**src/rmc_pkg.sv**
```systemverilog
// Register map, field positions and reset values of the modem/loop config bank.
// Assumes an 8-bit register port driven by the serial interface logic.
package rmc_pkg;
  localparam logic [5:0] RMC_OFS_DEV = 6'h15;
  localparam logic [5:0] RMC_OFS_RXTO = 6'h16;
  localparam logic [5:0] RMC_OFS_PKTEND = 6'h17;
  localparam logic [5:0] RMC_OFS_CALPWR = 6'h18;
  localparam logic [5:0] RMC_OFS_FOC = 6'h19;
  localparam logic [5:0] RMC_OFS_BSYNC = 6'h1a;
  localparam logic [5:0] RMC_OFS_GAIN = 6'h1b;
  // Writable-bit masks; cleared bits are reserved and read zero
  localparam logic [7:0] RMC_MSK_DEV = 8'h77;
  localparam logic [7:0] RMC_MSK_RXTO = 8'h1f;
  localparam logic [7:0] RMC_MSK_PKTEND = 8'h3f;
  localparam logic [7:0] RMC_MSK_CALPWR = 8'h3f;
  localparam logic [7:0] RMC_MSK_FOC = 8'h3f;
  localparam logic [7:0] RMC_MSK_BSYNC = 8'hff;
  localparam logic [7:0] RMC_MSK_GAIN = 8'hff;
  // Reset values
  localparam logic [7:0] RMC_RST_DEV = 8'h47;
  localparam logic [7:0] RMC_RST_RXTO = 8'h07;
  localparam logic [7:0] RMC_RST_PKTEND = 8'h30;
  localparam logic [7:0] RMC_RST_CALPWR = 8'h04;
  localparam logic [7:0] RMC_RST_FOC = 8'h36;
  localparam logic [7:0] RMC_RST_BSYNC = 8'h6c;
  localparam logic [7:0] RMC_RST_GAIN = 8'h03;
  // Field positions
  localparam int RMC_DEV_E_LSB = 4;
  localparam int RMC_CCA_LSB = 4;
  localparam int RMC_AFTRX_LSB = 2;
  localparam int RMC_AFTTX_LSB = 0;
  localparam int RMC_AUTOCAL_LSB = 4;
  localparam int RMC_PWRUP_LSB = 2;
  localparam int RMC_PINCTL_BIT = 1;
  localparam int RMC_XOSC_BIT = 0;
  localparam int RMC_GATE_BIT = 5;
  localparam int RMC_FPRE_LSB = 3;
  localparam int RMC_FPOST_BIT = 2;
  localparam int RMC_FLIM_LSB = 0;
  localparam int RMC_KI_LSB = 6;
  localparam int RMC_KP_LSB = 4;
  localparam int RMC_KIPOST_BIT = 3;
  localparam int RMC_KPPOST_BIT = 2;
  localparam int RMC_RLIM_LSB = 0;
  localparam int RMC_DGC_LSB = 6;
  localparam int RMC_LNA_LSB = 3;
  localparam int RMC_TGT_LSB = 0;
  // Ripple counter expiries per power-up wait setting
  localparam logic [8:0] RMC_PWR_CNT0 = 9'h001;
  localparam logic [8:0] RMC_PWR_CNT1 = 9'h010;
  localparam logic [8:0] RMC_PWR_CNT2 = 9'h040;
  localparam logic [8:0] RMC_PWR_CNT3 = 9'h100;
  // Radio states
  typedef enum logic [2:0] {
    RMC_ST_IDLE = 3'h0,
    RMC_ST_RX = 3'h1,
    RMC_ST_TXSYNTH = 3'h3,
    RMC_ST_TX = 3'h2
  } rmc_state_t;
endpackage : rmc_pkg

```
**src/rmc_cfg_bank.sv**
```systemverilog
// Modem, radio-state and loop configuration register bank with decode.
// Assumes the serial port logic supplies address/strobes on i_clk and the
// radio core supplies status on i_clk; outputs are registered settings.
//
// Functional notes
// - deviation from exponent and mantissa fields
// - clear channel indication per 2-bit select
// - next state after receive per select
// - next state after transmit per select
// - autocal timing per 2-bit select
// - chip ready after counted ripple expiries
// - pin control enable bit, reset clear
// - force oscillator on during sleep
// - loops frozen until carrier sense, if gated
// - offset gain before sync K to 4K
// - offset gain after sync same or K/2
// - offset compensation saturation limit select
// - integral gain before sync one to four
// - proportional gain before sync one to four
// - integral gain after sync same or half
// - proportional gain after sync same or base
// - rate offset limit select
// - exclude top digital gain steps
// - front amplifier gain cap select
// - amplitude target 24 to 42 dB
`timescale 1ns/100ps
`default_nettype none
module rmc_cfg_bank
  import rmc_pkg::*;
(
  // Clock and reset
  input wire logic i_clk,
  input wire logic i_reset_n,
  // Register port
  input wire logic [5:0] i_addr,
  input wire logic i_wr,
  input wire logic [7:0] i_wdata,
  output logic [7:0] o_rdata,
  // Radio status
  input wire logic i_rssi_below,
  input wire logic i_receiving,
  input wire logic i_carrier_sense,
  input wire logic i_sync_found,
  input wire logic i_rx_done,
  input wire logic i_tx_done,
  input wire logic i_xosc_stable,
  input wire logic i_ripple_expire,
  input wire logic [2:0] i_state,
  input wire logic i_state_auto,
  input wire logic i_calibrate_strobe,
  // Derived controls
  output logic o_clear_channel,
  output logic [2:0] o_after_rx_state,
  output logic [2:0] o_after_tx_state,
  output logic o_tx_preamble,
  output logic o_calibrate,
  output logic o_chip_ready_n,
  output logic o_pin_ctrl_en,
  output logic o_xosc_force_on,
  output logic o_loops_freeze,
  output logic [3:0] o_offset_gain_x2,
  output logic [1:0] o_offset_comp_limit,
  output logic [3:0] o_clkrec_int_x2,
  output logic [2:0] o_clkrec_prop,
  output logic [1:0] o_rate_offset_limit,
  output logic [1:0] o_digital_gain_cap,
  output logic [2:0] o_front_amp_gain_cap,
  output logic [5:0] o_amplitude_target,
  output logic [13:0] o_dev_steps
);
  logic [7:0] dev_q, rxto_q, pend_q, cal_q, foc_q, bs_q, gain_q;
  logic [7:0] rdata_next;
  // Write decode; unmapped offsets enable nothing, so such writes vanish
  wire we_dev = i_wr && i_addr == RMC_OFS_DEV;
  wire we_rxto = i_wr && i_addr == RMC_OFS_RXTO;
  wire we_pend = i_wr && i_addr == RMC_OFS_PKTEND;
  wire we_cal = i_wr && i_addr == RMC_OFS_CALPWR;
  wire we_foc = i_wr && i_addr == RMC_OFS_FOC;
  wire we_bs = i_wr && i_addr == RMC_OFS_BSYNC;
  wire we_gain = i_wr && i_addr == RMC_OFS_GAIN;
  // Register instances
  rmc_reg #(.MASK(RMC_MSK_DEV), .RST(RMC_RST_DEV)) u_dev (
    .i_clk(i_clk),
    .i_reset_n(i_reset_n),
    .i_we(we_dev),
    .i_wdata(i_wdata),
    .o_q(dev_q)
  );
  rmc_reg #(.MASK(RMC_MSK_RXTO), .RST(RMC_RST_RXTO)) u_rxto (
    .i_clk(i_clk),
    .i_reset_n(i_reset_n),
    .i_we(we_rxto),
    .i_wdata(i_wdata),
    .o_q(rxto_q)
  );
  rmc_reg #(.MASK(RMC_MSK_PKTEND), .RST(RMC_RST_PKTEND)) u_pend (
    .i_clk(i_clk),
    .i_reset_n(i_reset_n),
    .i_we(we_pend),
    .i_wdata(i_wdata),
    .o_q(pend_q)
  );
  rmc_reg #(.MASK(RMC_MSK_CALPWR), .RST(RMC_RST_CALPWR)) u_cal (
    .i_clk(i_clk),
    .i_reset_n(i_reset_n),
    .i_we(we_cal),
    .i_wdata(i_wdata),
    .o_q(cal_q)
  );
  rmc_reg #(.MASK(RMC_MSK_FOC), .RST(RMC_RST_FOC)) u_foc (
    .i_clk(i_clk),
    .i_reset_n(i_reset_n),
    .i_we(we_foc),
    .i_wdata(i_wdata),
    .o_q(foc_q)
  );
  rmc_reg #(.MASK(RMC_MSK_BSYNC), .RST(RMC_RST_BSYNC)) u_bs (
    .i_clk(i_clk),
    .i_reset_n(i_reset_n),
    .i_we(we_bs),
    .i_wdata(i_wdata),
    .o_q(bs_q)
  );
  rmc_reg #(.MASK(RMC_MSK_GAIN), .RST(RMC_RST_GAIN)) u_gain (
    .i_clk(i_clk),
    .i_reset_n(i_reset_n),
    .i_we(we_gain),
    .i_wdata(i_wdata),
    .o_q(gain_q)
  );

  // Readback; reserved bits already masked at store
  always_comb begin
    unique case (i_addr)
      RMC_OFS_DEV: rdata_next = dev_q;
      RMC_OFS_RXTO: rdata_next = rxto_q;
      RMC_OFS_PKTEND: rdata_next = pend_q;
      RMC_OFS_CALPWR: rdata_next = cal_q;
      RMC_OFS_FOC: rdata_next = foc_q;
      RMC_OFS_BSYNC: rdata_next = bs_q;
      RMC_OFS_GAIN: rdata_next = gain_q;
      default: rdata_next = 8'h00;
    endcase
  end

  // Field extraction
  wire [2:0] dev_e = dev_q[RMC_DEV_E_LSB +: 3];
  wire [2:0] dev_m = dev_q[2:0];
  wire [1:0] cca_sel = pend_q[RMC_CCA_LSB +: 2];
  wire [1:0] rx_sel = pend_q[RMC_AFTRX_LSB +: 2];
  wire [1:0] tx_sel = pend_q[RMC_AFTTX_LSB +: 2];
  wire [1:0] acal_sel = cal_q[RMC_AUTOCAL_LSB +: 2];
  wire [1:0] pwr_sel = cal_q[RMC_PWRUP_LSB +: 2];
  wire [1:0] fpre = foc_q[RMC_FPRE_LSB +: 2];
  wire [1:0] kipre = bs_q[RMC_KI_LSB +: 2];
  wire [1:0] kppre = bs_q[RMC_KP_LSB +: 2];

  // Deviation in units of fxosc/2^17: (8+M) shifted by E
  // Shift happens at full width: the top setting needs 11 bits, and a
  // narrow operand would silently lose the upper steps
  wire [13:0] dev_steps = {10'h000, 1'b1, dev_m} << dev_e;

  // Clear channel
  wire cca_next = (cca_sel == 2'h0) ? 1'b1 :
                  (cca_sel == 2'h1) ? i_rssi_below :
                  (cca_sel == 2'h2) ? !i_receiving :
                  (i_rssi_below && !i_receiving);

  // Select encoding to radio state codes
  function automatic logic [2:0] rmc_rx_map(input logic [1:0] s);
    unique case (s)
      2'h0: rmc_rx_map = RMC_ST_IDLE;
      2'h1: rmc_rx_map = RMC_ST_TXSYNTH;
      2'h2: rmc_rx_map = RMC_ST_TX;
      default: rmc_rx_map = RMC_ST_RX;
    endcase
  endfunction : rmc_rx_map
  function automatic logic [2:0] rmc_tx_map(input logic [1:0] s);
    unique case (s)
      2'h0: rmc_tx_map = RMC_ST_IDLE;
      2'h1: rmc_tx_map = RMC_ST_TXSYNTH;
      2'h2: rmc_tx_map = RMC_ST_TX;
      default: rmc_tx_map = RMC_ST_RX;
    endcase
  endfunction : rmc_tx_map

  // Autocalibration: track idle exits and automatic returns
  logic [2:0] state_reg;
  logic [1:0] ret_cnt_reg;
  logic cal_reg;
  wire leave_idle = state_reg == RMC_ST_IDLE && i_state != RMC_ST_IDLE;
  wire auto_ret = state_reg != RMC_ST_IDLE && i_state == RMC_ST_IDLE &&
                  i_state_auto;
  wire cal_next = i_calibrate_strobe ||
                  (acal_sel == 2'h1 && leave_idle) ||
                  (acal_sel == 2'h2 && auto_ret) ||
                  (acal_sel == 2'h3 && auto_ret &&
                   ret_cnt_reg == 2'h3);

  // Power-up wait: count ripple expiries once oscillator is stable
  logic [2:0] xs_sync_reg;
  logic [8:0] pwr_cnt_reg;
  logic rdy_n_reg;
  wire xs_ok = xs_sync_reg[1] && xs_sync_reg[2];
  wire [8:0] pwr_target = (pwr_sel == 2'h0) ? RMC_PWR_CNT0 :
                          (pwr_sel == 2'h1) ? RMC_PWR_CNT1 :
                          (pwr_sel == 2'h2) ? RMC_PWR_CNT2 : RMC_PWR_CNT3;
  wire pwr_done = pwr_cnt_reg >= pwr_target;

  // Loop gains; x2 scaling keeps K/2 integral
  // 4K is 8 in half-K units, so four bits are needed here
  wire [3:0] foc_pre_x2 = {1'b0, fpre, 1'b0} + 4'h2;
  wire [3:0] foc_gain = (i_sync_found && foc_q[RMC_FPOST_BIT]) ?
                        4'h1 : foc_pre_x2;
  wire [3:0] ki_pre_x2 = {1'b0, kipre, 1'b0} + 4'h2;
  wire [3:0] ki_gain = (i_sync_found && bs_q[RMC_KIPOST_BIT]) ?
                       4'h1 : ki_pre_x2;
  wire [2:0] kp_pre = {1'b0, kppre} + 3'h1;
  wire [2:0] kp_gain = (i_sync_found && bs_q[RMC_KPPOST_BIT]) ?
                       3'h1 : kp_pre;

  // Target table in dB
  wire [2:0] tsel = gain_q[RMC_TGT_LSB +: 3];
  wire [5:0] tgt_db = (tsel < 3'h5) ? 6'(6'h18 + 6'(tsel) * 6'h3) :
                      6'(6'h26 + 6'(tsel - 3'h5) * 6'h2);

  always_ff @(posedge i_clk or negedge i_reset_n) begin
    if (!i_reset_n) begin
      state_reg <= RMC_ST_IDLE;
      ret_cnt_reg <= 2'h0;
      cal_reg <= 1'b0;
      xs_sync_reg <= 3'h0;
      pwr_cnt_reg <= 9'h000;
      rdy_n_reg <= 1'b1;
    end else begin
      state_reg <= i_state;
      if (auto_ret) begin
        ret_cnt_reg <= ret_cnt_reg + 2'h1;
      end
      cal_reg <= cal_next;
      xs_sync_reg <= {xs_sync_reg[1:0], i_xosc_stable};
      if (!xs_ok) begin
        pwr_cnt_reg <= 9'h000;
        rdy_n_reg <= 1'b1;
      end else if (pwr_done) begin
        rdy_n_reg <= 1'b0;
      end else if (i_ripple_expire) begin
        pwr_cnt_reg <= pwr_cnt_reg + 9'h001;
      end
    end
  end

  // Registered output stage
  always_ff @(posedge i_clk or negedge i_reset_n) begin
    if (!i_reset_n) begin
      o_rdata <= 8'h00;
      o_clear_channel <= 1'b0;
      o_after_rx_state <= RMC_ST_IDLE;
      o_after_tx_state <= RMC_ST_IDLE;
      o_tx_preamble <= 1'b0;
      o_pin_ctrl_en <= 1'b0;
      o_xosc_force_on <= 1'b0;
      o_loops_freeze <= 1'b0;
      o_offset_gain_x2 <= 4'h0;
      o_offset_comp_limit <= 2'h0;
      o_clkrec_int_x2 <= 4'h0;
      o_clkrec_prop <= 3'h0;
      o_rate_offset_limit <= 2'h0;
      o_digital_gain_cap <= 2'h0;
      o_front_amp_gain_cap <= 3'h0;
      o_amplitude_target <= 6'h00;
      o_dev_steps <= 14'h0000;
    end else begin
      o_rdata <= rdata_next;
      o_clear_channel <= cca_next;
      // Only sampled by the radio core on packet end
      o_after_rx_state <= rmc_rx_map(rx_sel);
      o_after_tx_state <= rmc_tx_map(tx_sel);
      o_tx_preamble <= i_tx_done && tx_sel == 2'h2;
      o_pin_ctrl_en <= cal_q[RMC_PINCTL_BIT];
      o_xosc_force_on <= cal_q[RMC_XOSC_BIT];
      o_loops_freeze <= foc_q[RMC_GATE_BIT] && !i_carrier_sense;
      o_offset_gain_x2 <= foc_gain;
      o_offset_comp_limit <= foc_q[RMC_FLIM_LSB +: 2];
      o_clkrec_int_x2 <= ki_gain;
      o_clkrec_prop <= kp_gain;
      o_rate_offset_limit <= bs_q[RMC_RLIM_LSB +: 2];
      o_digital_gain_cap <= gain_q[RMC_DGC_LSB +: 2];
      o_front_amp_gain_cap <= gain_q[RMC_LNA_LSB +: 3];
      o_amplitude_target <= tgt_db;
      o_dev_steps <= dev_steps;
    end
  end
  assign o_calibrate = cal_reg;
  assign o_chip_ready_n = rdy_n_reg;
  // i_rx_done is only a qualifier upstream; kept for port completeness
  wire unused_ok = i_rx_done;
endmodule : rmc_cfg_bank
`default_nettype wire

```
**src/rmc_reg.sv**
```systemverilog
// One masked 8-bit configuration register.
// Assumes write strobe and data are synchronous to i_clk.
`timescale 1ns/100ps
`default_nettype none
module rmc_reg
  import rmc_pkg::*;
#(
  parameter logic [7:0] MASK = 8'hff,
  parameter logic [7:0] RST = 8'h00
) (
  // Clock and reset
  input wire logic i_clk,
  input wire logic i_reset_n,
  // Write port
  input wire logic i_we,
  input wire logic [7:0] i_wdata,
  // Stored value
  output logic [7:0] o_q
);
  logic [7:0] q_reg;
  always_ff @(posedge i_clk or negedge i_reset_n) begin
    if (!i_reset_n) begin
      q_reg <= RST & MASK;
    end else if (i_we) begin
      q_reg <= i_wdata & MASK;
    end
  end
  assign o_q = q_reg;
endmodule : rmc_reg
`default_nettype wire

```
**config.mk**
```make
export PLATFORM = sky130hd
export DESIGN_NAME = rmc_cfg_bank
export DESIGN_NICKNAME = d
export VERILOG_FILES = /design/src/rmc_pkg.sv /design/src/rmc_cfg_bank.sv /design/src/rmc_reg.sv
export SDC_FILE = /design/constraint.sdc
export NUM_CORES = 1
export LEC_CHECK = 0
export ABC_AREA = 1
export BUFFER_PORTS_ARGS = -buffer_cell sky130_fd_sc_hd__buf_2
export CAP_MARGIN = 20
export CELL_PAD_IN_SITES_DETAIL_PLACEMENT = 0
export CELL_PAD_IN_SITES_GLOBAL_PLACEMENT = 1
export CORE_UTILIZATION = 42
export DETAILED_ROUTE_END_ITERATION = 8
export PLACE_DENSITY = 0.86
export SLEW_MARGIN = 5
export SYNTH_ARGS = -nofsm -noshare
export SYNTH_HDL_FRONTEND = slang
export SYNTH_HIERARCHICAL = 1
export SYNTH_SLANG_ARGS = --single-unit
```
**constraint.sdc**
```tcl
create_clock -name i_clk -period 2.65 [get_ports i_clk]
set_clock_uncertainty 0.05 [all_clocks]
set_input_delay 0.1325 -clock i_clk [delete_from_list [all_inputs] [get_ports i_clk]]
set_output_delay 0.1325 -clock i_clk [all_outputs]
set_load 0.05 [all_outputs]
```
* After elaboration in Yosys (flattened, before gate mapping)
Index checks and enable logic that the tools add are counted.
Word-level totals: output and inout bits 61, input port bits 30, word-level logic and storage cells 117, flip-flop bits (word level) 123
Operators by class: magnitude comparators 2, add/sub/neg operators 8, muxes and demuxes 18, eq/ne operators 22, shift-type cells 1, reduce and logical (&&, ||, !) cells 35, $mul 1
Operator list (number):
- $pmux 8 s7 | 1
- $mux 9 | 6
- $eq 6x5->1 const B | 7
- $logic_and 1x1->1 | 21
- $eq 2x2->1 const B | 7
- $shl 4x3->14 | 1
- $pmux 2 s3 | 2
- $eq 2x1->1 const B | 5
- $add 9x1->9 const B | 1
- $ge 9x9->1 | 1
- $add 3x2->4 const B | 2
- $logic_not 2->1 | 4
- $mux 4 | 2
- $add 5x5->6 const A | 1
- $add 6x6->6 const A | 1
- $logic_not 3->1 | 2
- $mux 6 | 1
- $reduce_bool 3->1 | 2
- $mul 3x2->5 const B | 1
- $mux 1 | 5
- $ne 2x2->1 const B | 2
- $sub 3x3->4 const B | 1
- $add 2x1->3 const B | 1
- $logic_or 1x1->1 | 3
- 6 further kinds | 7

* Longest topological paths before layout
Gate-level depths: netlist (run 1).
word-level depth 7, gate-level depth with buffers 12, mapped depth without buffers 12

* Hierarchy
Netlist (run 1), hierarchy kept.
Modules (own cells, without submodules):
- rmc_cfg_bank | cells an instance 417, sequential area each 1828.0 um^2, area an instance 3641.0 um^2, times used 1
- rmc_reg at u_dev ... | cells an instance 28, sequential area each 155.1 um^2, area an instance 245.2 um^2, times used 2
- rmc_reg at u_bs | cells an instance 34, sequential area each 205.2 um^2, area an instance 310.3 um^2, times used 1
- rmc_reg at u_gain | cells an instance 34, sequential area each 202.7 um^2, area an instance 307.8 um^2, times used 1
- rmc_reg at u_pend | cells an instance 28, sequential area each 152.6 um^2, area an instance 242.7 um^2, times used 1
- rmc_reg at u_cal | cells an instance 28, sequential area each 151.4 um^2, area an instance 241.5 um^2, times used 1
- rmc_reg at u_rxto | cells an instance 25, sequential area each 128.9 um^2, area an instance 215.2 um^2, times used 1

* Worst setup path after synthesis (run 1)
OpenSTA, ideal clock, no wires.
path kind reg-to-reg, start point reg u_cal.q_reg[2] (netlist: u_cal/o_q[2]), end point reg pwr_cnt_reg[3], path buffers 0, data required time 2.534 ns, arrival time 1.822 ns, setup time 0.066 ns, setup slack 0.713 ns, period minus slack after synthesis 1.937 ns, cell stages (with the launch flop) 12, path through dfstp_2 -> inv_1 -> or2_2 -> ha_1 -> or2_1 -> nand2_1 -> nand2_1 -> nand2_2 -> nand3_4 -> nand2_4 -> nand2_1 -> nand2_1
On the way: word-level cells in the longest chain between the ends 7, elaborated cells on any way between the ends 9, classes of those cells order compare: 1; eq/ne: 3; mux: 3; reduce/logical: 2
RTL lines:
- from (decl) | RTL line rmc_reg.sv:20 | logic [7:0] q_reg;
- from (signal assigned) | RTL line rmc_reg.sv:23 | q_reg <= RST & MASK;
- from (signal assigned) | RTL line rmc_reg.sv:25 | q_reg <= i_wdata & MASK;
- $eq 2x2->1 | RTL line rmc_cfg_bank.sv:207 | (pwr_sel == 2'h2) ? RMC_PWR_CNT2 : RMC_PWR_CNT3;
- $mux 9 | RTL line rmc_cfg_bank.sv:207
- $mux 9 | RTL line rmc_cfg_bank.sv:206 | (pwr_sel == 2'h1) ? RMC_PWR_CNT1 :
- $mux 9 * | RTL line rmc_cfg_bank.sv:205 | wire [8:0] pwr_target = (pwr_sel == 2'h0) ? RMC_PWR_CNT0 :
- $ge 9x9->1 * | RTL line rmc_cfg_bank.sv:208 | wire pwr_done = pwr_cnt_reg >= pwr_target;
- $ne 2x2->1 (no line) *
- $reduce_and 2->1 (no line) *
- to (signal assigned) | RTL line rmc_cfg_bank.sv:248 | pwr_cnt_reg <= pwr_cnt_reg + 9'h001;
- to (decl) | RTL line rmc_cfg_bank.sv:202 | logic [8:0] pwr_cnt_reg;
Every way passes the cells marked *; elsewhere a longest branch is shown, timed or not. A chain may end at the register's enable or synchronous reset.

* Worst setup path after layout (run 1)
start point reg u_cal.q_reg[2] (netlist: u_cal/o_q[2]), end point reg pwr_cnt_reg[8]
Same word-level chain as after synthesis.

==> impl_metrics.xml, run 1 <==
<?xml version="1.0" encoding="UTF-8"?>
<metrics>
  <group name="power_and_ir_drop">
    <metric name="power_leakage" unit="nW">3.60</metric>
    <metric name="power_report.internal_total" unit="W">0.00385</metric>
    <metric name="power.share.combinational" unit="">0.180</metric>
    <metric name="vdd.ir_drop.worst" unit="µV">545</metric>
    <metric name="switchingPower" unit="W">0.00174</metric>
    <metric name="pwr-share-clk" unit="">0.428</metric>
    <metric name="power_density" unit="mW/mm²">825</metric>
    <metric name="total_power" unit="W">0.00559</metric>
    <metric name="power_switching_share" unit="">0.311</metric>
    <metric name="sequential_power_share" unit="">0.392</metric>
  </group>
  <group name="finish">
    <metric name="flip_flop_count_of_the_largest_register_all_copies_and_words_added" unit="">11</metric>
    <metric name="layoutNonFillerInstCount" unit="">917</metric>
    <metric name="area_growth_syn_to_layout" unit="%">24.4</metric>
    <metric name="layout.cells.most_common" unit="">sky130_fd_sc_hd__nand2_1</metric>
    <metric name="antenna-diode-count" unit="">0</metric>
    <metric name="nets" unit="">784</metric>
    <metric name="post_route_cells_drive_above_1_share" unit="">0.230</metric>
    <metric name="utilization_after_layout" unit="">0.537</metric>
    <metric name="layout_common_cells" unit="">225 x sky130_fd_sc_hd__nand2_1, 97 x sky130_fd_sc_hd__dfrtp_1, 83 x sky130_fd_sc_hd__buf_2</metric>
    <metric name="final.fill_count" unit="">1179</metric>
  </group>
  <group name="worst_setup_path">
    <metric name="critical_path.cell_chain" unit="">inv_1 -&gt; or2_2 -&gt; ha_1 -&gt; or2_1 -&gt; nand2_1 -&gt; nand2_1 -&gt; nand2_2 -&gt; nand3_4 -&gt; nand2_4 -&gt; nand2_1 -&gt; nand2_1</metric>
    <metric name="timing.critical_path.arrival" unit="ns">2.45</metric>
    <metric name="critical_path_class" unit="">reg -&gt; reg</metric>
    <metric name="crit_top_cell" unit="">sky130_fd_sc_hd__nand2_1</metric>
    <metric name="worst_path_dominant_cell_family" unit="">simple AND/OR/NAND/NOR gates</metric>
    <metric name="critical_path.n_buffers_inverters" unit="">1</metric>
    <metric name="required" unit="ns">2.94</metric>
    <metric name="reg2regPathDepth" unit="">11</metric>
    <metric name="critical-path-slowest-cell" unit="">sky130_fd_sc_hd__dfstp_2</metric>
    <metric name="crit_path_end_kind" unit="">flip-flop</metric>
    <metric name="crit_path_max_fanout" unit="">10</metric>
    <metric name="crit-reg2reg-capture" unit="">pwr_cnt_reg[8]$_DFFE_PN0P_</metric>
    <metric name="start_kind" unit="">flip-flop</metric>
    <metric name="max_stage_delay" unit="ns">0.55</metric>
    <metric name="setup.reg_to_reg.worst_slack" unit="ns">0.49</metric>
    <metric name="timing.rr.start" unit="">u_cal/o_q[2]$_DFFE_PN1P_</metric>
  </group>
  <group name="die">
    <metric name="dieHeight" unit="µm">116</metric>
    <metric name="coreArea" unit="mm²">0.0126</metric>
    <metric name="die_width" unit="µm">116</metric>
    <metric name="start_util" unit="">0.432</metric>
    <metric name="rows" unit="">41</metric>
    <metric name="ioPinCount" unit="">91</metric>
    <metric name="die_area" unit="mm²">0.0134</metric>
  </group>
  <group name="logic_synthesis">
    <metric name="count_of_flip_flops_with_a_built_in_enable_after_synthesis" unit="">0</metric>
    <metric name="synth_cell_types" unit="">40</metric>
    <metric name="synth_seq_cells" unit="">118</metric>
    <metric name="sequential_element_share_of_the_synthesized_area" unit="">0.547</metric>
    <metric name="synth_cells" unit="">622</metric>
    <metric name="synth_area" unit="mm²">0.00545</metric>
    <metric name="syn_area_per_cell" unit="µm²">8.76</metric>
    <metric name="yosysWarnings" unit="">6</metric>
    <metric name="postSynth.topFlopCell" unit="">sky130_fd_sc_hd__dfrtp_1</metric>
    <metric name="ys_async_sr_fraction" unit="">1.00</metric>
  </group>
  <group name="sta">
    <metric name="fmax" unit="MHz">463</metric>
    <metric name="post-route-min-period" unit="ns">2.16</metric>
    <metric name="setup_viol_count_final" unit="">0</metric>
    <metric name="timing.final.hold_violations" unit="">0</metric>
    <metric name="fin_setup_tns" unit="ns">0</metric>
    <metric name="timing_worst_slew_pin_value" unit="ns">0.614</metric>
    <metric name="maxSlewViolCount" unit="">0</metric>
    <metric name="final_min_period_over_clock_period" unit="">0.815</metric>
    <metric name="rsz0062_at_grt" unit="">no</metric>
    <metric name="max-slew-margin-rel" unit="">0.589</metric>
  </group>
  <group name="clock_network">
    <metric name="tritoncts" unit="">yes</metric>
    <metric name="clk_latency" unit="ns">0.41</metric>
    <metric name="clock_tree.root_cell" unit="">sky130_fd_sc_hd__clkbuf_16</metric>
    <metric name="post-cts-setup-buffer-count" unit="">0</metric>
    <metric name="ctsHtreeMaxLevel" unit="">4</metric>
    <metric name="clock_sinks" unit="">118</metric>
    <metric name="cts-buffers-inserted" unit="">17</metric>
    <metric name="clock_pin_transition_on_the_worst_setup_and_hold_timing_paths" unit="ns">0.06</metric>
    <metric name="hold_buffers" unit="">19</metric>
    <metric name="post_cts.resized_instances" unit="">0</metric>
    <metric name="number_of_buffers_on_the_longest_clock_path" unit="">2</metric>
  </group>
  <group name="placed_design">
    <metric name="place.detailed.instances" unit="">866</metric>
    <metric name="placement.io_buffers" unit="">84</metric>
    <metric name="placed_wire_length_estimate_after_detailed_placement" unit="mm">8.64</metric>
    <metric name="place.gp.congestion" unit="">0.859</metric>
  </group>
  <group name="global_route">
    <metric name="globalRouteOverflowTotal" unit="">0</metric>
    <metric name="first_global_vias" unit="">4134</metric>
    <metric name="grt_first_pass_wirelength" unit="mm">20.3</metric>
    <metric name="largest_net_degree_at_the_start_of_global_routing" unit="">84</metric>
    <metric name="grt.total_usage" unit="">0.205</metric>
    <metric name="number_of_antenna_violations_at_the_first_check_in_global_routing" unit="">0</metric>
  </group>
  <group name="route">
    <metric name="drt_iter0_markers" unit="">392</metric>
    <metric name="drcViolationCount" unit="">0</metric>
    <metric name="drtAntennaViolNets" unit="">0</metric>
    <metric name="firstDrtPassIters" unit="">5</metric>
    <metric name="wl" unit="mm">12.5</metric>
    <metric name="vias_post_dr" unit="">4315</metric>
    <metric name="wl_per_cell" unit="µm">13.6</metric>
    <metric name="vias_per_cell" unit="">4.71</metric>
  </group>
  <group name="run_status">
    <metric name="run_status" unit="">complete, no violations</metric>
  </group>
  <group name="worst_hold_path">
    <metric name="min-delay-path-class" unit="">in -&gt; reg</metric>
    <metric name="min_delay_path_depth" unit="">3</metric>
    <metric name="hold_start" unit="">i_state_auto</metric>
    <metric name="hold-path-endpoint" unit="">ret_cnt_reg[0]$_DFFE_PN0P_</metric>
  </group>
  <group name="flow_run">
    <metric name="cap_violations" unit="">0</metric>
  </group>
</metrics>
[metrics by stage]
| stage | hold WS (ns) | area [µm²] | worst slack [ns] |
|---|---|---|---|
| finish | 0.0364 | 6780 | 0.489 |
| global route | 0.0443 | 6780 | 0.338 |
| CTS | 0.0171 | 6780 | 0.486 |
| detailed placement | 0.0764 | 5970 | 0.498 |
| global placement | 0.0701 | 5970 | 0.557 |
| floorplan | -0.213 | 5490 | 0.713 |
[cell usage after synthesis, drive strengths merged, types with 2 or more instances]
library cell    n  area share
nor3            5      0.0046
nor2           48       0.040
o22ai           5      0.0057
xnor2           2      0.0032
nand3          50       0.050
or2             4      0.0046
o21ai          17       0.016
and2            2      0.0023
nand2         229        0.16
xor2            3      0.0048
a21oi           9       0.010
o211a           2      0.0037
nand4           3      0.0034
ha             22       0.051
dfrtp          97        0.45
buf            23       0.034
conb            6      0.0041
inv            65       0.045
dfstp          21        0.10
[layer usage]
| metal | track usage | vias up | share of wire |
|---|---|---|---|
| met5 | 0 | - | 0 |
| met4 | 0.0897 | 0 | 0.020 |
| met3 | 0.0533 | 21 | 0.049 |
| met2 | 0.336 | 116 | 0.49 |
| met1 | 0.256 | 2042 | 0.44 |
| li1 | - | 2136 | - |
[worst max path at each step]
stage,end,slack (ns),from,cells past startpoint
after floorplan,pwr_cnt_reg[3]$_DFFE_PN0P_,0.71,u_cal/o_q[2]$_DFFE_PN1P_,11
after global placement,pwr_cnt_reg[8]$_DFFE_PN0P_,0.56,u_cal/o_q[2]$_DFFE_PN1P_,11
after detailed placement,pwr_cnt_reg[3]$_DFFE_PN0P_,0.50,u_cal/o_q[2]$_DFFE_PN1P_,11
after CTS,pwr_cnt_reg[7]$_DFFE_PN0P_,0.49,u_cal/o_q[2]$_DFFE_PN1P_,11
after global routing,pwr_cnt_reg[1]$_DFFE_PN0P_,0.34,u_cal/o_q[2]$_DFFE_PN1P_,11
final,pwr_cnt_reg[8]$_DFFE_PN0P_,0.49,u_cal/o_q[2]$_DFFE_PN1P_,11
[kinds of logic (layout without fill, tap and decap cells)]
logic type,count (synthesis),count (layout),synth area share
AOI/OAI and AO/OA,37,37,0.0406
xor gates and xnor gates,5,5,0.00804
adders and majority gates,22,22,0.0505
buffers and inverters,90,203,0.0797
DFF,118,118,0.547
muxes,1,1,0.00207
other,6,16,0.00413
and+or+nand+nor,343,343,0.268
[worst min-delay path, delay by kind of cell]
| family | cells | cell delay [ns] |
|---|---|---|
| xor+xnor | 1 | 0.08 |
| buf+inv | 1 | 0.10 |
| simple gates | 1 | 0.14 |
[power groups by stage]
stage          registers (W)  logic [W]  clock network [W]
6_report             0.00219    0.00101            0.00239
5_1_grt              0.00222    0.00111            0.00253
4_1_cts              0.00219    0.00102            0.00244
3_5_place_dp         0.00222   0.000991                  0
3_3_place_gp         0.00221   0.000974                  0
2_1_floorplan        0.00258   0.000349                  0
[cell type report]
| type | count | area (µm²) | area share |
|---|---|---|---|
| multi-input combinational | 424 | 2070 | 0.306 |
| inverter | 66 | 248 | 0.0366 |
| sequential | 118 | 2980 | 0.440 |
| clock buffer | 19 | 453 | 0.0668 |
| tap | 172 | 215 | 0.0318 |
| clock inverter | 13 | 168 | 0.0247 |
| timing repair buffer | 105 | 641 | 0.0945 |
(Power assumes the default switching activity.)
==> inputs of run 2 (changes only) <==
--- a/config.mk
+++ b/config.mk
@@ -5,14 +5,14 @@
 export SDC_FILE = /design/constraint.sdc
 export NUM_CORES = 1
 export LEC_CHECK = 0
-export ABC_AREA = 1
+export ABC_AREA = 0
 export BUFFER_PORTS_ARGS = -buffer_cell sky130_fd_sc_hd__buf_2
 export CAP_MARGIN = 20
 export CELL_PAD_IN_SITES_DETAIL_PLACEMENT = 0
 export CELL_PAD_IN_SITES_GLOBAL_PLACEMENT = 1
-export CORE_UTILIZATION = 42
+export CORE_UTILIZATION = 41
 export DETAILED_ROUTE_END_ITERATION = 8
-export PLACE_DENSITY = 0.86
+export PLACE_DENSITY = 0.83
 export SLEW_MARGIN = 5
 export SYNTH_ARGS = -nofsm -noshare
 export SYNTH_HDL_FRONTEND = slang
==> constraint.sdc (replaced) <==
create_clock -name i_clk -period 1.8 [get_ports i_clk]
set_clock_uncertainty 0.05 [all_clocks]
set_input_delay 0.09 -clock i_clk [delete_from_list [all_inputs] [get_ports i_clk]]
set_output_delay 0.09 -clock i_clk [all_outputs]
set_load 0.05 [all_outputs]
==> run 2 against run 1 <==
The run now ends with negative setup slack left. Flip-flop and latch count unchanged. Non-clock buffer count increased by 38. Global-route usage decreased by 1.1 points. Design area increased by 3.9%. Via count decreased by 15%. Critical path depth decreased by 5. Largest power group unchanged.
==> impl_metrics.xml, run 2 <==
<?xml version="1.0" encoding="UTF-8"?>
<metrics>
  <group name="route">
    <metric name="vias_per_cell" unit="">5.02</metric>
    <metric name="firstDrtPassIters" unit="">5</metric>
    <metric name="drt_iter0_markers" unit="">188</metric>
    <metric name="wl_per_cell" unit="µm">16.0</metric>
    <metric name="wl" unit="mm">11.8</metric>
    <metric name="vias_post_dr" unit="">3685</metric>
    <metric name="drcViolationCount" unit="">0</metric>
    <metric name="drtAntennaViolNets" unit="">0</metric>
  </group>
  <group name="global_route">
    <metric name="globalRouteOverflowTotal" unit="">0</metric>
    <metric name="first_global_vias" unit="">3830</metric>
    <metric name="grt_first_pass_wirelength" unit="mm">19.3</metric>
    <metric name="grt.total_usage" unit="">0.194</metric>
    <metric name="largest_net_degree_at_the_start_of_global_routing" unit="">45</metric>
    <metric name="number_of_antenna_violations_at_the_first_check_in_global_routing" unit="">0</metric>
  </group>
  <group name="logic_synthesis">
    <metric name="main_combinational_cell_family_by_area_after_synthesis" unit="">multiplexers</metric>
    <metric name="postSynth.topFlopCell" unit="">sky130_fd_sc_hd__dfrtp_1</metric>
    <metric name="mux_cell_area_share_after_synthesis" unit="">0.132</metric>
    <metric name="yosysWarnings" unit="">6</metric>
    <metric name="synth_seq_cells" unit="">118</metric>
    <metric name="synth_cell_types" unit="">49</metric>
    <metric name="post-synth-top-count-cell" unit="">sky130_fd_sc_hd__dfrtp_1</metric>
    <metric name="sequential_element_share_of_the_synthesized_area" unit="">0.562</metric>
    <metric name="netlist.area_leader.share" unit="">0.458</metric>
    <metric name="synth_commonest_cells" unit="">97 x sky130_fd_sc_hd__dfrtp_1, 40 x sky130_fd_sc_hd__mux2_4, 22 x sky130_fd_sc_hd__ha_1, 21 x sky130_fd_sc_hd__dfstp_2, 21 x sky130_fd_sc_hd__inv_1</metric>
    <metric name="synth.top_cells.by_area" unit="">sky130_fd_sc_hd__dfrtp_1 46%, sky130_fd_sc_hd__mux2_4 11%, sky130_fd_sc_hd__dfstp_2 10%</metric>
    <metric name="synth-compound-area-share" unit="">0.0923</metric>
    <metric name="count_of_flip_flops_with_a_built_in_enable_after_synthesis" unit="">0</metric>
    <metric name="post_synthesis_xor_xnor_area_fraction" unit="">0.00661</metric>
    <metric name="synth_simple_gate_area_frac" unit="">0.0970</metric>
    <metric name="yosysTopAreaCell" unit="">sky130_fd_sc_hd__dfrtp_1</metric>
    <metric name="synth_cells" unit="">404</metric>
    <metric name="ys_async_sr_fraction" unit="">1.00</metric>
    <metric name="syn_area_per_cell" unit="µm²">13.1</metric>
    <metric name="synth_area" unit="mm²">0.00530</metric>
    <metric name="post_synth_fa_ha_maj_area_fraction" unit="">0.0519</metric>
  </group>
  <group name="die">
    <metric name="dieHeight" unit="µm">116</metric>
    <metric name="start_util" unit="">0.420</metric>
    <metric name="rows" unit="">41</metric>
    <metric name="die_area" unit="mm²">0.0134</metric>
    <metric name="ioPinCount" unit="">91</metric>
    <metric name="die_width" unit="µm">116</metric>
    <metric name="coreArea" unit="mm²">0.0126</metric>
  </group>
  <group name="finish">
    <metric name="layoutNonFillerInstCount" unit="">734</metric>
    <metric name="layout.cells.most_common" unit="">sky130_fd_sc_hd__dfrtp_1</metric>
    <metric name="multiInputGateArea" unit="mm²">0.00218</metric>
    <metric name="layout_common_cells" unit="">97 x sky130_fd_sc_hd__dfrtp_1, 83 x sky130_fd_sc_hd__buf_2, 40 x sky130_fd_sc_hd__mux2_4</metric>
    <metric name="final.fill_count" unit="">1052</metric>
    <metric name="final-seq-area" unit="mm²">0.00298</metric>
    <metric name="flip_flop_count_of_the_largest_register_all_copies_and_words_added" unit="">11</metric>
    <metric name="area_growth_syn_to_layout" unit="%">32.9</metric>
    <metric name="antenna-diode-count" unit="">0</metric>
    <metric name="nets" unit="">601</metric>
    <metric name="post_route_cells_drive_above_1_share" unit="">0.432</metric>
  </group>
  <group name="run_status">
    <metric name="run_status" unit="">finished with violations</metric>
    <metric name="failed_checks" unit="">negative setup slack</metric>
  </group>
  <group name="sta">
    <metric name="fin_ws" unit="ns">-0.447</metric>
    <metric name="final_min_period_over_clock_period" unit="">1.25</metric>
    <metric name="timing.final.hold_violations" unit="">0</metric>
    <metric name="maxSlewViolCount" unit="">0</metric>
    <metric name="max-slew-margin-rel" unit="">0.672</metric>
    <metric name="timing_worst_slew_pin_value" unit="ns">0.480</metric>
    <metric name="rsz0062_at_grt" unit="">yes</metric>
    <metric name="fin_setup_tns" unit="ns">-3.64</metric>
    <metric name="setup_viol_count_final" unit="">10</metric>
    <metric name="fmax" unit="MHz">445</metric>
    <metric name="post-route-min-period" unit="ns">2.25</metric>
  </group>
  <group name="worst_setup_path">
    <metric name="crit_path_end_kind" unit="">flip-flop</metric>
    <metric name="crit_path_max_fanout" unit="">5</metric>
    <metric name="critical_path_class" unit="">reg -&gt; reg</metric>
    <metric name="critical-path-slowest-cell" unit="">sky130_fd_sc_hd__dfstp_2</metric>
    <metric name="start_kind" unit="">flip-flop</metric>
    <metric name="critical_path.n_buffers_inverters" unit="">0</metric>
    <metric name="timing.rr.start" unit="">u_cal/o_q[2]$_DFFE_PN1P_</metric>
    <metric name="worst_path_dominant_cell_family" unit="">compound AO/OA/AOI/OAI gates</metric>
    <metric name="required" unit="ns">2.08</metric>
    <metric name="reg2regPathDepth" unit="">6</metric>
    <metric name="critical_path.cell_chain" unit="">nand2b_4 -&gt; ha_4 -&gt; a211o_1 -&gt; a2111o_1 -&gt; or4_1 -&gt; a21oi_1</metric>
    <metric name="crit-reg2reg-capture" unit="">pwr_cnt_reg[7]$_DFFE_PN0P_</metric>
    <metric name="setup.reg_to_reg.worst_slack" unit="ns">-0.45</metric>
    <metric name="timing.critical_path.arrival" unit="ns">2.53</metric>
    <metric name="max_stage_delay" unit="ns">0.52</metric>
  </group>
  <group name="power_and_ir_drop">
    <metric name="power_report.internal_total" unit="W">0.00587</metric>
    <metric name="pwr-share-clk" unit="">0.409</metric>
    <metric name="power.share.combinational" unit="">0.203</metric>
    <metric name="switchingPower" unit="W">0.00255</metric>
    <metric name="power_density" unit="mW/mm²">1200</metric>
    <metric name="power_switching_share" unit="">0.303</metric>
    <metric name="power_leakage" unit="nW">3.38</metric>
    <metric name="sequential_power_share" unit="">0.387</metric>
    <metric name="vdd.ir_drop.worst" unit="µV">487</metric>
  </group>
  <group name="placed_design">
    <metric name="placed_wire_length_estimate_after_detailed_placement" unit="mm">8.26</metric>
    <metric name="placement.io_buffers" unit="">84</metric>
    <metric name="place.gp.congestion" unit="">0.840</metric>
    <metric name="place.detailed.instances" unit="">682</metric>
  </group>
  <group name="clock_network">
    <metric name="clock_sinks" unit="">118</metric>
    <metric name="tritoncts" unit="">yes</metric>
    <metric name="cts-buffers-inserted" unit="">17</metric>
    <metric name="ctsHtreeMaxLevel" unit="">4</metric>
    <metric name="clk_latency" unit="ns">0.41</metric>
    <metric name="clock_pin_transition_on_the_worst_setup_and_hold_timing_paths" unit="ns">0.06</metric>
    <metric name="number_of_buffers_on_the_longest_clock_path" unit="">2</metric>
    <metric name="clock_tree.root_cell" unit="">sky130_fd_sc_hd__clkbuf_16</metric>
  </group>
  <group name="flow_run">
    <metric name="cap_violations" unit="">0</metric>
  </group>
  <group name="worst_hold_path">
    <metric name="hold-path-endpoint" unit="">ret_cnt_reg[0]$_DFFE_PN0P_</metric>
    <metric name="min_delay_path_depth" unit="">4</metric>
    <metric name="min-delay-path-class" unit="">in -&gt; reg</metric>
    <metric name="hold_start" unit="">i_state_auto</metric>
  </group>
</metrics>
[run 2: power groups by stage]
stage          logic (W)  registers (W)  clock network, W
4_1_cts          0.00169        0.00326           0.00350
3_5_place_dp     0.00161        0.00330                 0
5_1_grt          0.00183        0.00331           0.00364
2_1_floorplan   0.000599        0.00383                 0
3_3_place_gp     0.00158        0.00329                 0
6_report         0.00171        0.00326           0.00345
[run 2: final cells by class]
| cell class | instances | share of cell area |
|---|---|---|
| Clock buffer | 18 | 0.0624 |
| Sequential cell | 118 | 0.423 |
| Tap cell | 172 | 0.0306 |
| Clock inverter | 14 | 0.0249 |
| Multi-Input combinational cell | 248 | 0.310 |
| Inverter | 21 | 0.0112 |
| Timing Repair Buffer | 143 | 0.138 |
[run 2: worst max-delay path by stage]
stage / start / end / cells after the start / slack [ns]
6_report: u_cal/o_q[2]$_DFFE_PN1P_ / pwr_cnt_reg[7]$_DFFE_PN0P_ / 6 / -0.45
4_1_cts: u_cal/o_q[2]$_DFFE_PN1P_ / pwr_cnt_reg[7]$_DFFE_PN0P_ / 6 / -0.44
2_1_floorplan: u_cal/o_q[2]$_DFFE_PN1P_ / pwr_cnt_reg[7]$_DFFE_PN0P_ / 6 / -0.40
5_1_grt: u_cal/o_q[2]$_DFFE_PN1P_ / pwr_cnt_reg[7]$_DFFE_PN0P_ / 6 / -0.55
3_3_place_gp: u_cal/o_q[2]$_DFFE_PN1P_ / pwr_cnt_reg[7]$_DFFE_PN0P_ / 6 / -0.38
3_5_place_dp: u_cal/o_q[2]$_DFFE_PN1P_ / pwr_cnt_reg[7]$_DFFE_PN0P_ / 6 / -0.41
[run 2: metrics by stage]
step           cell area, µm²  total power (W)  setup slack (ns)  hold WS [ns]  utilization
6_report                 7040          0.00842            -0.447        0.0301        0.558
2_1_floorplan            5400          0.00443            -0.404        -0.256            -
3_5_place_dp             6170          0.00492            -0.406       0.00538        0.489
5_1_grt                  7040          0.00878            -0.548        0.0363        0.558
4_1_cts                  7020          0.00846            -0.442        0.0188        0.556
3_3_place_gp             6170          0.00487            -0.381       0.00530        0.489
[run 2: metal layers]
layer	GRT usage	vias up	wire [µm]
li1	-	1705	-
met5	0	-	0
met1	0.238	1844	5060
met4	0.0940	0	300
met2	0.325	109	5940
met3	0.0439	27	471
[run 2: worst reg2reg max path: stages (launching register included)]
cell,delay [ns]
sky130_fd_sc_hd__dfstp_2,0.52
sky130_fd_sc_hd__nand2b_4,0.12
sky130_fd_sc_hd__ha_4,0.19
sky130_fd_sc_hd__a211o_1,0.32
sky130_fd_sc_hd__a2111o_1,0.42
sky130_fd_sc_hd__or4_1,0.41
sky130_fd_sc_hd__a21oi_1,0.13
[run 2: cell families after synthesis]
logic type | after synthesis
DFF | 118
adders and majority gates | 22
AOI/OAI and AO/OA | 67
xor gates and xnor gates | 4
muxes | 49
and+or+nand+nor | 90
other | 6
buffers and inverters | 48
[run 2: what timing repair did]
item,CTS,global route
pin swaps,3,0
endpoints found under the hold margin,135,0
hold buffers,19,0
buffers inserted,0,1
gates resized for setup,9,3
endpoints found under the setup margin,11,11
